### src/verilog/alu_slice_pkg.sv
// Shared constants, types and register map of the cascadable four-bit ALU slice
`default_nettype none
package alu_slice_pkg;
  // ----------------------------------------------------------------
  // Register map (APB byte addresses)
  // ----------------------------------------------------------------
  localparam logic [7:0] STATUS_OFS = 8'h00;
  localparam logic [7:0] PEEK_ADDR_OFS = 8'h04;
  localparam logic [7:0] PEEK_DATA_OFS = 8'h08;
  localparam logic [3:0] PEEK_ADDR_RST = 4'h0;
  localparam logic [3:0] Q_RST = 4'h0;
  localparam logic SIGN_RST = 1'b0;
  localparam logic [31:0] PRDATA_RST = 32'h0000_0000;
  // ----------------------------------------------------------------
  // Special function codes on the destination field
  // ----------------------------------------------------------------
  localparam logic [3:0] SF_UMUL = 4'h0;
  localparam logic [3:0] SF_TMUL = 4'h2;
  localparam logic [3:0] SF_INC = 4'h4;
  localparam logic [3:0] SF_SMAG = 4'h5;
  localparam logic [3:0] SF_TMUL_LAST = 4'h6;
  localparam logic [3:0] SF_NORM1 = 4'h8;
  localparam logic [3:0] SF_NORM2 = 4'ha;
  localparam logic [3:0] SF_DIV = 4'hc;
  localparam logic [3:0] SF_DIV_LAST = 4'he;
  // ----------------------------------------------------------------
  // Types
  // ----------------------------------------------------------------
  typedef enum logic [1:0] {POS_LOW, POS_MID, POS_TOP} slice_pos_e;
  typedef struct packed {
    logic o;
    logic oe;
  } pad_s;
  typedef struct packed {
    logic [3:0] q;
    logic sign;
    logic is_low;
    logic is_top;
  } slice_status_s;
endpackage
`default_nettype wire

### src/verilog/alu_slice.sv
// Four-bit cascadable ALU slice: RAM, operand select, ALU, shifters, status pins, APB peek port
//
// Local design decisions: the APB register port and the placing of the registers.
`timescale 1ns/10ps
`default_nettype none
module alu_slice
  import alu_slice_pkg::*;
(
  input wire logic pclk,
  input wire logic presetn,
  input wire logic psel,
  input wire logic penable,
  input wire logic pwrite,
  input wire logic [7:0] paddr,
  input wire logic [31:0] pwdata,
  output logic [31:0] prdata,
  output logic pready,
  output logic pslverr,
  input wire logic [3:0] ram_a_addr,
  input wire logic [3:0] ram_b_addr,
  input wire logic [8:0] instr,
  input wire logic instr_gate_n,
  input wire logic carry_in,
  input wire logic r_source_sel,
  input wire logic [3:0] ext_r_operand_in,
  input wire logic b_drive_n,
  input wire logic y_drive_n,
  input wire logic ram_we_n,
  input wire logic bottom_slice_strap,
  input wire logic [3:0] b_port_bus_in,
  output logic [3:0] b_port_bus_out,
  output logic b_port_bus_oe,
  input wire logic [3:0] y_in,
  output logic [3:0] y_out,
  output logic y_oe,
  input wire logic alu_shift_low_in,
  output pad_s alu_shift_low,
  input wire logic alu_shift_high_in,
  output pad_s alu_shift_high,
  input wire logic q_shift_low_port_in,
  output pad_s q_shift_low_port,
  input wire logic q_shift_high_port_in,
  output pad_s q_shift_high_port,
  input wire logic write_or_top_strap_in,
  output pad_s write_or_top_strap,
  input wire logic zero_in,
  output pad_s zero_line,
  output logic carry_out,
  output logic gen_or_sign,
  output logic propagate_or_overflow
);
  // ----------------------------------------------------------------
  // Adder: returns {carry into bit 3, carry out, sum}
  // ----------------------------------------------------------------
  function automatic logic [5:0] add4(input logic [3:0] a, input logic [3:0] b, input logic cin);
    logic [3:0] lo;
    logic [4:0] s;
    lo = {1'b0, a[2:0]} + {1'b0, b[2:0]} + {3'b000, cin};
    s = {1'b0, a} + {1'b0, b} + {4'h0, cin};
    return {lo[3], s};
  endfunction

  logic [3:0] ram_mem [16];
  logic [3:0] ram_a_word, ram_b_word;
  logic [3:0] q_q, q_d, peek_q;
  logic sign_q, sign_d, q_ld, sign_ld;
  logic [31:0] rd_q;
  logic err_q;
  slice_pos_e pos;
  logic is_low, is_top, special;
  logic [3:0] dest, op;
  logic [3:0] r_op, s_op, a_in, b_in, f, y_val, g, p;
  logic [5:0] sum;
  logic c3, c4, ovr, arith, gg, pp, parity, ram_store, z_drv, z_val;

  // ----------------------------------------------------------------
  // RAM and slice position
  // ----------------------------------------------------------------
  assign ram_a_word = ram_mem[ram_a_addr];
  assign ram_b_word = ram_mem[ram_b_addr];

  // The bus level is stored, so external data on a floated result bus lands in RAM.
  // The write is taken at the rising edge that closes the low clock phase.
  always_ff @(posedge pclk) begin
    if (!ram_we_n) begin
      ram_mem[ram_b_addr] <= y_in;
    end
  end

  always_comb begin
    if (!bottom_slice_strap) begin
      pos = POS_LOW;
    end else if (write_or_top_strap_in) begin
      pos = POS_MID;
    end else begin
      pos = POS_TOP;
    end
  end
  assign is_low = (pos == POS_LOW);
  assign is_top = (pos == POS_TOP);

  // ----------------------------------------------------------------
  // Decode and ALU
  // ----------------------------------------------------------------
  assign special = (instr[4:0] == 5'h00);
  assign dest = instr[8:5];
  assign op = instr[4:1];
  assign r_op = r_source_sel ? ext_r_operand_in : ram_a_word;
  assign s_op = instr[0] ? b_port_bus_in : ram_b_word;

  always_comb begin
    a_in = r_op;
    b_in = s_op;
    arith = 1'b1;
    f = 4'h0;
    if (special) begin
      case (dest)
        SF_UMUL, SF_TMUL: a_in = zero_in ? r_op : 4'h0;
        SF_INC: a_in = {3'b000, is_low};
        SF_SMAG: begin
          a_in = 4'h0;
          b_in = zero_in ? ~s_op : s_op;
        end
        SF_TMUL_LAST: a_in = zero_in ? ~r_op : 4'h0;
        SF_DIV, SF_DIV_LAST: a_in = zero_in ? ~r_op : r_op;
        default: a_in = 4'h0;
      endcase
    end else begin
      case (op)
        4'h1: a_in = ~r_op;
        4'h2: b_in = ~s_op;
        4'h3: a_in = r_op;
        4'h4: a_in = 4'h0;
        4'h5: begin
          a_in = 4'h0;
          b_in = ~s_op;
        end
        4'h6: b_in = 4'h0;
        4'h7: begin
          a_in = ~r_op;
          b_in = 4'h0;
        end
        default: arith = 1'b0;
      endcase
      case (op)
        4'h0: f = 4'hf;
        4'h9: f = ~r_op & s_op;
        4'ha: f = ~(r_op ^ s_op);
        4'hb: f = r_op ^ s_op;
        4'hc: f = r_op & s_op;
        4'hd: f = ~(r_op | s_op);
        4'he: f = ~(r_op & s_op);
        4'hf: f = r_op | s_op;
        default: f = 4'h0;
      endcase
    end
  end

  assign sum = add4(a_in, b_in, carry_in);
  assign c3 = arith & sum[5];
  assign c4 = arith & sum[4];
  assign ovr = c3 ^ c4;
  assign g = arith ? (a_in & b_in) : 4'h0;
  assign p = arith ? (a_in | b_in) : 4'hf;
  assign gg = g[3] | (g[2] & p[3]) | (g[1] & p[2] & p[3]) | (g[0] & p[1] & p[2] & p[3]);
  assign pp = &p;
  logic [3:0] f_res;
  assign f_res = arith ? sum[3:0] : f;
  assign parity = alu_shift_high_in ^ (^f_res);

  // ----------------------------------------------------------------
  // Shifters, write strobe and shift port directions
  // ----------------------------------------------------------------
  always_comb begin
    y_val = f_res;
    q_d = q_q;
    q_ld = 1'b0;
    sign_d = ~(r_op[3] ^ f_res[3]);
    sign_ld = 1'b0;
    ram_store = 1'b1;
    alu_shift_low = '0;
    alu_shift_high = '0;
    q_shift_low_port = '0;
    q_shift_high_port = '0;
    if (special) begin
      case (dest)
        SF_UMUL, SF_TMUL, SF_TMUL_LAST: begin
          if (is_top) begin
            y_val = {(dest == SF_UMUL) ? c4 : (f_res[3] ^ ovr), f_res[3:1]};
          end else begin
            y_val = {alu_shift_high_in, f_res[3:1]};
          end
          alu_shift_low = '{o: f_res[0], oe: 1'b1};
          q_d = {q_shift_high_port_in, q_q[3:1]};
          q_ld = 1'b1;
          q_shift_low_port = '{o: q_q[0], oe: 1'b1};
        end
        SF_INC, SF_SMAG: begin
          if (dest == SF_SMAG && is_top) begin
            y_val[3] = s_op[3] ^ f_res[3];
          end
          alu_shift_low = '{o: parity, oe: 1'b1};
        end
        SF_NORM1, SF_NORM2, SF_DIV, SF_DIV_LAST: begin
          if (dest == SF_NORM2 || dest == SF_DIV) begin
            y_val = {f_res[2:0], alu_shift_low_in};
          end
          alu_shift_high.oe = 1'b1;
          alu_shift_high.o = f_res[3];
          if (is_top && dest == SF_NORM2) begin
            alu_shift_high.o = r_op[3] ^ f_res[3];
          end else if (is_top && dest == SF_DIV) begin
            alu_shift_high.o = ~(r_op[3] ^ f_res[3]);
          end
          q_d = {q_q[2:0], q_shift_low_port_in};
          q_ld = 1'b1;
          q_shift_high_port = '{o: q_q[3], oe: 1'b1};
          sign_ld = (dest != SF_NORM1);
        end
        default: ram_store = 1'b0;
      endcase
    end else begin
      ram_store = (dest != 4'hc) && (dest != 4'hd);
      case (dest)
        4'h0, 4'h1, 4'h2, 4'h3: begin
          y_val = {(is_top && dest[0] == 1'b0) ? f_res[3] : alu_shift_high_in, f_res[3:1]};
          alu_shift_low = '{o: f_res[0], oe: 1'b1};
          if (dest[1]) begin
            q_d = {q_shift_high_port_in, q_q[3:1]};
            q_ld = 1'b1;
            q_shift_low_port = '{o: q_q[0], oe: 1'b1};
          end
        end
        4'h4, 4'h5, 4'h6, 4'h7: begin
          alu_shift_low = '{o: parity, oe: 1'b1};
          if (dest == 4'h5) begin
            q_d = {q_shift_high_port_in, q_q[3:1]};
            q_shift_low_port = '{o: q_q[0], oe: 1'b1};
          end else if (dest[1]) begin
            q_d = f_res;
          end
          q_ld = (dest != 4'h4);
        end
        4'h8, 4'h9, 4'ha, 4'hb, 4'hd: begin
          if (dest != 4'hd) begin
            y_val = {f_res[2:0], alu_shift_low_in};
          end
          alu_shift_high = '{o: f_res[3], oe: 1'b1};
          if (dest[1] || dest == 4'hd) begin
            q_d = {q_q[2:0], q_shift_low_port_in};
            q_ld = 1'b1;
            q_shift_high_port = '{o: q_q[3], oe: 1'b1};
          end
        end
        4'he: begin
          y_val = {4{alu_shift_low_in}};
          alu_shift_high = '{o: alu_shift_low_in, oe: 1'b1};
        end
        default: alu_shift_high = '{o: f_res[3], oe: 1'b1};
      endcase
    end
  end

  // Q register and sign compare flip-flop; the gate freezes both
  always_ff @(posedge pclk or negedge presetn) begin
    if (!presetn) begin
      q_q <= Q_RST;
    end else if (!instr_gate_n && q_ld) begin
      q_q <= q_d;
    end
  end

  always_ff @(posedge pclk or negedge presetn) begin
    if (!presetn) begin
      sign_q <= SIGN_RST;
    end else if (!instr_gate_n && sign_ld) begin
      sign_q <= sign_d;
    end
  end

  // ----------------------------------------------------------------
  // Pins: buses, write strobe, status
  // ----------------------------------------------------------------
  assign b_port_bus_out = ram_b_word;
  assign b_port_bus_oe = !b_drive_n;
  assign y_out = y_val;
  assign y_oe = !y_drive_n;
  // Only the lowest slice owns the shared pin; elsewhere it is a strap input.
  assign write_or_top_strap.o = instr_gate_n | ~ram_store;
  assign write_or_top_strap.oe = is_low;

  always_comb begin
    z_drv = 1'b1;
    z_val = ~|y_in;
    if (special) begin
      case (dest)
        SF_UMUL, SF_TMUL, SF_TMUL_LAST: begin
          z_drv = is_low;
          z_val = q_q[0];
        end
        SF_SMAG: begin
          z_drv = is_top;
          z_val = s_op[3];
        end
        SF_NORM1: z_val = ~|q_q;
        SF_NORM2: z_val = ~|{q_q, f_res};
        SF_DIV, SF_DIV_LAST: begin
          z_drv = is_top;
          z_val = sign_q;
        end
        default: z_drv = 1'b1;
      endcase
    end
  end
  // Open collector: only ever pulls low, the wire floats high otherwise
  assign zero_line.o = 1'b0;
  assign zero_line.oe = z_drv & ~z_val;

  always_comb begin
    carry_out = c4;
    if (special && is_top && dest == SF_NORM1) begin
      carry_out = q_q[3] ^ q_q[2];
    end else if (special && is_top && dest == SF_NORM2) begin
      carry_out = f_res[3] ^ f_res[2];
    end
  end

  always_comb begin
    gen_or_sign = ~gg;
    propagate_or_overflow = ~pp;
    if (is_top) begin
      gen_or_sign = f_res[3];
      propagate_or_overflow = ovr;
      if (special && dest == SF_SMAG && zero_in) begin
        gen_or_sign = f_res[3] ^ s_op[3];
      end else if (special && dest == SF_NORM1) begin
        gen_or_sign = q_q[3];
        propagate_or_overflow = q_q[2] ^ q_q[1];
      end else if (special && dest == SF_NORM2) begin
        propagate_or_overflow = f_res[2] ^ f_res[1];
      end
    end
  end

  // ----------------------------------------------------------------
  // APB slave: zero wait states, read data captured in the setup cycle
  // ----------------------------------------------------------------
  slice_status_s status;
  assign status = '{q: q_q, sign: sign_q, is_low: is_low, is_top: is_top};
  assign pready = 1'b1;
  assign prdata = rd_q;
  assign pslverr = psel & penable & err_q;

  always_ff @(posedge pclk or negedge presetn) begin
    if (!presetn) begin
      rd_q <= PRDATA_RST;
      err_q <= 1'b0;
    end else if (psel && !penable) begin
      err_q <= 1'b0;
      rd_q <= PRDATA_RST;
      case (paddr)
        STATUS_OFS: rd_q <= {25'h0, status};
        PEEK_ADDR_OFS: rd_q <= {28'h0, peek_q};
        PEEK_DATA_OFS: rd_q <= {28'h0, ram_mem[peek_q]};
        default: err_q <= 1'b1;
      endcase
    end
  end

  always_ff @(posedge pclk or negedge presetn) begin
    if (!presetn) begin
      peek_q <= PEEK_ADDR_RST;
    end else if (psel && penable && pwrite && paddr == PEEK_ADDR_OFS) begin
      peek_q <= pwdata[3:0];
    end
  end

  // Words written since reset; the RAM checks skip unwritten words, which hold no defined value
  logic [15:0] ram_seen_q;
  always_ff @(posedge pclk or negedge presetn) begin
    if (!presetn) begin
      ram_seen_q <= 16'h0000;
    end else if (!ram_we_n) begin
      ram_seen_q[ram_b_addr] <= 1'b1;
    end
  end
endmodule
`default_nettype wire

### config.mk
export PLATFORM = sky130hd
export DESIGN_NAME = alu_slice
export DESIGN_NICKNAME = d
export VERILOG_FILES = /design/src/verilog/alu_slice_pkg.sv /design/src/verilog/alu_slice.sv
export SDC_FILE = /design/constraint.sdc
export NUM_CORES = 1
export LEC_CHECK = 0
export ABC_AREA = 1
export BUFFER_PORTS_ARGS = -buffer_cell sky130_fd_sc_hd__buf_4
export CAP_MARGIN = 20
export CORE_ASPECT_RATIO = 0.75
export CORE_UTILIZATION = 30
export DETAILED_ROUTE_END_ITERATION = 10
export PLACE_DENSITY = 0.55
export REMOVE_ABC_BUFFERS = 1
export SLEW_MARGIN = 5
export SYNTH_ARGS = -nofsm -noshare
export SYNTH_HDL_FRONTEND = slang
export SYNTH_SLANG_ARGS = --single-unit
### constraint.sdc
create_clock -name pclk -period 6.39 [get_ports pclk]
set_input_delay 0.9585 -clock pclk [delete_from_list [all_inputs] [get_ports pclk]]
set_output_delay 0.9585 -clock pclk [all_outputs]
set_load 0.005 [all_outputs]
==> results of run 1 <==
==> layer usage <==
layer | track usage | up-vias | part of all wire
met4 | 0.0408 | 0 | 0.010
met1 | 0.327 | 3455 | 0.51
li1 | - | 3671 | -
met5 | 0 | - | 0
met3 | 0.0380 | 18 | 0.085
met2 | 0.286 | 381 | 0.40
==> cells in the mapped netlist (all sizes together) <==
cell type	instances
clkbuf	20
o211ai	7
nand4	2
nand3	65
o221ai	26
o22ai	11
a221oi	3
o311ai	1
nor3	3
buf	41
nand3b	1
o31ai	4
o21bai	3
a21oi	28
o2111ai	2
a31oi	2
ha	31
nand2	277
conb	2
clkinv	1
a41oi	1
o41ai	1
a22oi	29
o22a	1
a21boi	4
or2	5
inv	120
mux2	4
nor4	3
dfrtp	17
o21ai	97
a211oi	1
mux2i	1
or4	1
fa	2
xor2	1
edfxtp	64
nor2	164
==> cell type report <==
cell class | count | area [um2] | area share
Tap cell | 300 | 375 | 0.0439
Multi-Input combinational cell | 808 | 4120 | 0.482
Clock inverter | 7 | 61.3 | 0.00717
Inverter | 121 | 454 | 0.0531
Timing Repair Buffer | 125 | 963 | 0.113
Clock buffer | 9 | 225 | 0.0264
Sequential cell | 81 | 2350 | 0.275
==> kinds of logic after synthesis <==
group | after synthesis
AOI/OAI and AO/OA | 221
xor gates and xnor gates | 1
adders and majority gates | 33
buffers and inverters | 182
DFF | 81
muxes | 5
other | 2
and+or+nand+nor | 521
==> what timing repair did <==
item                                    CTS  global route
endpoints found under the setup margin    0             2
setup buffers                             0             0
endpoints found under the hold margin     0             0
resized for setup                         0             3
==> worst reg2reg max path, delay by kind of cell, from the launching register on <==
family,cells,cell delay (ns)
AND/OR/NAND/NOR,12,1.52
adder cells (fa/ha/maj),3,0.78
buffers and inverters,3,0.32
flip-flops,1,0.42
AO/OA/AOI/OAI,5,0.59
==> power breakdown <==
part | internal [mW] | switching [mW] | leakage [nW]
Combinational | 0.199 | 0.324 | 3.02
Sequential | 0.590 | 0.0212 | 0.792
Clock | 0.271 | 0.236 | 0.135
Total | 1.06 | 0.581 | 3.95
==> how the worst max path moves through the flow <==
stage,from,cells past startpoint,endpoint
floorplan,instr[1],18,alu_shift_low[1]
CTS,ram_a_addr[0],27,alu_shift_low[1]
finish,ram_a_addr[1],31,zero_line[0]
global placement,ram_a_addr[1],26,alu_shift_low[1]
detailed placement,ram_a_addr[0],27,alu_shift_low[1]
global route,ram_a_addr[0],27,alu_shift_low[1]
==> per-stage QoR <==
| step | instance area, um2 | total power, mW | instances | hold WS [ns] | utilization |
|---|---|---|---|---|---|
| 2_1_floorplan | 6900 | 0.900 | 1010 | 0.446 | - |
| 3_3_place_gp | 8240 | 1.13 | 1435 | 0.466 | 0.355 |
| 3_5_place_dp | 8240 | 1.13 | 1435 | 0.480 | 0.355 |
| 4_1_cts | 8530 | 1.64 | 1451 | 0.462 | 0.367 |
| 5_1_grt | 8550 | 1.73 | 1451 | 0.473 | 0.368 |
| 6_report | 8550 | 1.64 | 1451 | 0.465 | 0.368 |
==> sequential cells by signal, summed over array words and instances, names as in the netlist <==
signal   cells
err_q        1
peek_q       4
prdata       7
q_q          4
ram_mem     64
sign_q       1
==> summary.md, run 1 <==
| Metric | Value |
|---|---|
| Aggregate routed wire length | `25300 um` |
| CORE AREA | `23200 um2` |
| Main combinational cell family by area after synthesis | `simple AND/OR/NAND/NOR gates` |
| Fin worst setup slack | `0.347 ns` |
| Syn Inst Count | `1046` |
| Slew Limit Fails | `0` |
| Max_cap viols | `0` |
| Synth top area cells | `edfxtp_1, nand2_1, nor2_1, o21ai_0, dfrtp_1` |
| Clk sink count | `81` |
| Mean Syn Cell Area | `6.87 um2` |
| CP startpoint kind | `input port` |
| Post-DRT Antenna Nets | `0` |
| Die ar. | `24600 um2` |
| Area leader, netlist | `edfxtp_1` |
| Total gr overflow | `0` |
| Clock slew at reported path FFs | `0.06 ns` |
| Post-synthesis mux area share | `0.00767` |
| Clock root cell | `clkbuf_16` |
| Detailed placement HPWL | `19600 um` |
| Flip-flop and latch count after synthesis | `81` |
| # rows | `48` |
| Die height | `136 um` |
| Skew final | `0.00432 ns` |
| Post-Route Setup TNS | `0 ns` |
| R2r worst-path depth | `23` |
| Delay of the slowest cell on the worst path | `0.29 ns` |
| Max-slew headroom | `0.386` |
| Layout cells sized above 1 | `0.161` |
| Slew @ Worst Pin | `0.920 ns` |
| Minimum clock period | `6.04 ns` |
| First-pass GRT wire length | `38800 um` |
| Worst R2R Start | `ram_mem[10][0]` |
| CP required | `5.43 ns` |
| CP dominant cell by count | `nand2_1` |
| Cts hold-fix bufs | `0` |
| Status | `finished, final reports clean` |
| Detailed-route via count | `7525` |
| WL per Instance | `17.4 um` |
| CTS tree | `yes` |
| Crit share post-route | `0.946` |
| Post-synthesis compound-gate area fraction | `0.195` |
| CP max-delay cell | `ha_1` |
| Initial Utilization | `0.309` |
| Routability congestion estimate | `0.953` |
| Diode count | `0` |
| Register area share after synthesis | `0.327` |
| Xor/xnor share of the synthesized area | `0.00122` |
| Filler instances | `2451` |
| Drt initial violations | `878` |
| RSZ-0062 raised after global routing | `false` |
| Largest net degree at the start of global routing | `37` |
| Fin nets | `1266` |
| Min-delay worst type | `in2async` |
| Most common cell after layout, fill and taps aside | `nand2_1` |
| Chip width | `181 um` |
| Clk buf depth | `2` |
| Vias per inst | `5.19` |
| Setup violators final | `0` |
| CTS Buf Count | `9` |
| Worst path bufs/invs | `7` |
| Post-Place Setup Slack | `0.288 ns` |
| Netlist Area Pre-Place | `7180 um2` |
| Skew-Pair Late Insertion Delay | `0.35 ns` |
| H-tree Lvls | `3` |
| Drt first pass iters | `5` |
| Reg2Reg Setup Slack | `2.63 ns` |
| Synth top area share | `0.268` |
| IO Port Bufs | `90` |
| Critical R2R Capture | `q_q[2]` |
| CP max FO | `4` |
| Residual DRC | `0` |
| Worst setup EP type | `output port` |
| Peak supply drop | `0.000130 V` |
| Vias in the first global route | `6591` |
| Area share of and/or/nand/nor cells after synthesis | `0.294` |
| Lkg Pwr | `3.95 nW` |
| Crit path kind | `in2out` |
| IO Pins | `146` |
| Most frequent cells in the layout | `nand2_1, nor2_1, buf_4` |
| Initial antenna violation count | `0` |
| Synthesis-to-layout area growth | `19.0%` |
| Pwr dens | `192 nW/um2` |
| Max frequency | `165 MHz` |
| Synth warnings | `0` |
| Data arrival, critical path | `5.08 ns` |
| Overall Global Routing Usage | `0.207` |
| Cell family with most CP delay | `simple AND/OR/NAND/NOR gates` |
| Yosys cell types | `48` |
| Final hold violations | `0` |
| Post-synthesis adder-cell area fraction | `0.0596` |
Note: power is estimated with default switching activity, not from simulation.
==> run 2, diff against run 1 <==
ABC_AREA = unset   (was 1)
==> summary.md, run 2 <==
| Metric | Value |
|---|---|
| Failing checks | `setup timing` |
| Post-synth top flop | `edfxtp_1` |
| Slew @ Worst Pin | `0.820 ns` |
| Comb power frac | `0.382` |
| Overall power | `1.75 mW` |
| CP max FO | `6` |
| Cell Area, Placed | `8310 um2` |
| Register area share after synthesis | `0.326` |
| Detailed placement HPWL | `16000 um` |
| NetSw | `555 uW` |
| Max_cap viols | `0` |
| Crit path kind | `in2out` |
| Reg area | `2350 um2` |
| CP dominant cell by count | `buf_4` |
| CP max-delay cell | `fa_2` |
| Synth top area cells | `edfxtp_1, mux4_2, dfrtp_1, ha_1, mux2i_1` |
| Largest register by flop count | `ram_mem` |
| Slew Limit Fails | `0` |
| IO Pins | `146` |
| H-tree Lvls | `3` |
| Mean Syn Cell Area | `10.8 um2` |
| Skew final | `0.00802 ns` |
| Min-delay worst type | `in2async` |
| Async set-reset flop share out of synthesis | `0.210` |
| Worst setup EP type | `output port` |
| Flip-flop and latch count after synthesis | `81` |
| Filler instances | `2289` |
| Most common cell after layout, fill and taps aside | `buf_4` |
| Initial antenna violation count | `0` |
| Max FFs per register | `64` |
| Netlist Area Pre-Place | `7210 um2` |
| Int Power | `1.19 mW` |
| Sw Ratio | `0.317` |
| Synthesis-to-layout area growth | `24.2%` |
| CTS tree | `yes` |
| Overall Global Routing Usage | `0.174` |
| Clk buf depth | `2` |
| Max-slew headroom | `0.449` |
| Skew-Pair Late Insertion Delay | `0.34 ns` |
| Lkg Pwr | `3.62 nW` |
| Status | `complete, but fails checks` |
| Fin nets | `908` |
| Clock group share of total power | `0.262` |
| Vias per inst | `5.47` |
| Yosys cell types | `79` |
| Fin worst setup slack | `-0.0233 ns` |
| Post-synth EDFFs | `64` |
| Total gr overflow | `0` |
| Largest net degree at the start of global routing | `30` |
| WL per Instance | `19.7 um` |
| Peak supply drop | `0.000135 V` |
| Clock root cell | `clkbuf_16` |
| RSZ-0062 raised after global routing | `true` |
| Synth top area share | `0.267` |
| Pwr dens | `195 nW/um2` |
| Delay of the slowest cell on the worst path | `0.56 ns` |
| # rows | `48` |
| Area of the multi-input gates | `4530 um2` |
| Setup violators final | `1` |
| Commonest cells post-synth | `edfxtp_1, nor2_1, mux4_2, a21oi_1, mux2i_1` |
| Post-DRT Antenna Nets | `0` |
| Crit share post-route | `1.00` |
| Data arrival, critical path | `5.45 ns` |
| Most frequent cell after synthesis | `edfxtp_1` |
| Clk sink count | `81` |
| Detailed-route via count | `5974` |
| Syn Inst Count | `667` |
| Vias in the first global route | `5502` |
| Routability congestion estimate | `0.880` |
| First-pass GRT wire length | `32400 um` |
| Aggregate routed wire length | `21600 um` |
| Die height | `136 um` |
| Synth warnings | `0` |
| Most frequent cells in the layout | `buf_4, edfxtp_1, nor2_1` |
| Initial Utilization | `0.309` |
| Diode count | `0` |
| Area leader, netlist | `edfxtp_1` |
| CP required | `5.43 ns` |
| Core utilization of the finished layout | `0.384` |
| CTS Buf Count | `9` |
| Die ar. | `24700 um2` |
| Residual DRC | `0` |
| Seq pwr share | `0.356` |
| Minimum clock period | `6.41 ns` |
| CORE AREA | `23300 um2` |
| Chip width | `181 um` |
| IO Port Bufs | `90` |
| Layout cells sized above 1 | `0.362` |
| Final hold violations | `0` |
| Clock slew at reported path FFs | `0.06 ns` |
| Cts hold-fix bufs | `0` |
| CP startpoint kind | `input port` |
| Drt initial violations | `604` |
| Max frequency | `156 MHz` |
| Fin area | `8950 um2` |
| Drt first pass iters | `5` |
-- run 2: cell count changes after synthesis, sizes merged, moves of 39 or more --
cell   previous run  this run
nand2           277        34
nand3            65        11
nor2            164        47
o21ai            97        25
mux4              0        55
inv             120        36
mux2i             1        40
-- run 2: power groups by stage --
stage | Combinational (mW) | Sequential [mW] | Clock [mW]
6_report | 0.668 | 0.624 | 0.458
3_5_place_dp | 0.567 | 0.631 | 0
5_1_grt | 0.720 | 0.628 | 0.491
4_1_cts | 0.635 | 0.623 | 0.468
3_3_place_gp | 0.563 | 0.630 | 0
2_1_floorplan | 0.308 | 0.618 | 0
-- run 2: timing repair --
action	in CTS	in global routing
gates cloned	1	0
gates resized for setup	35	14
endpoints found under the setup margin	2	6
pin swaps	16	14
buffers inserted	14	2
-- run 2: area by class of cell --
cell class / count / share of cell area
clock buffer: 11 / 0.0260
clock inverter: 5 / 0.00363
inverter: 36 / 0.0154
multi-input combinational: 494 / 0.506
sequential: 81 / 0.262
tap: 300 / 0.0419
timing repair buffer: 166 / 0.145
-- run 2: routing by layer --
metal / GRT usage / up-vias / part of all wire
met2: 0.275 / 262 / 0.47
met1: 0.247 / 2948 / 0.44
met5: 0 / - / 0
met4: 0.0334 / 0 / 0.0092
met3: 0.0343 / 19 / 0.080
li1: - / 2745 / -
-- run 2: metrics by stage --
step	worst slack (ns)	std cells	hold WS [ns]	setup TNS (ns)
finish	-0.0233	1093	0.473	-0.0233
global route	-0.188	1093	0.477	-0.465
CTS	-0.0494	1090	0.468	-0.0494
detailed placement	-0.479	1059	0.494	-0.749
global placement	-0.391	1059	0.472	-0.591
floorplan	0.299	611	0.443	0
-- run 2: final timing paths --
kind	end	cells after the start	slack [ns]	start
max in group asynchronous	q_q[0]	1	5.73	presetn
hold / removal	q_q[3]	1	0.47	presetn
setup reg to reg	q_q[2]	20	1.99	ram_mem[10][1]
hold reg to reg	prdata[2]	1	0.51	prdata[2]
setup / recovery	y_out[1]	28	-0.02	ram_a_addr[0]
min in group pclk	prdata[2]	1	0.51	prdata[2]
-- run 2: logic make-up (layout without fill, tap and decap cells) --
kind of cell	after synthesis	count (layout)	synth area share
other cells	2	27	0.00104
xor+xnor	14	14	0.0170
compound gates	142	142	0.132
buf+inv	117	218	0.0854
mux	106	106	0.255
fa+ha+maj	33	33	0.0593
simple gates	172	172	0.125
flops	81	81	0.326
-- run 2: worst max-delay path, delay by kind of cell --
kind | cells | cell delay (ns)
buffers and inverters | 17 | 1.88
adders and majority gates | 2 | 0.74
and+or+nand+nor | 2 | 0.24
muxes | 3 | 1.12
AOI/OAI and AO/OA | 4 | 0.52
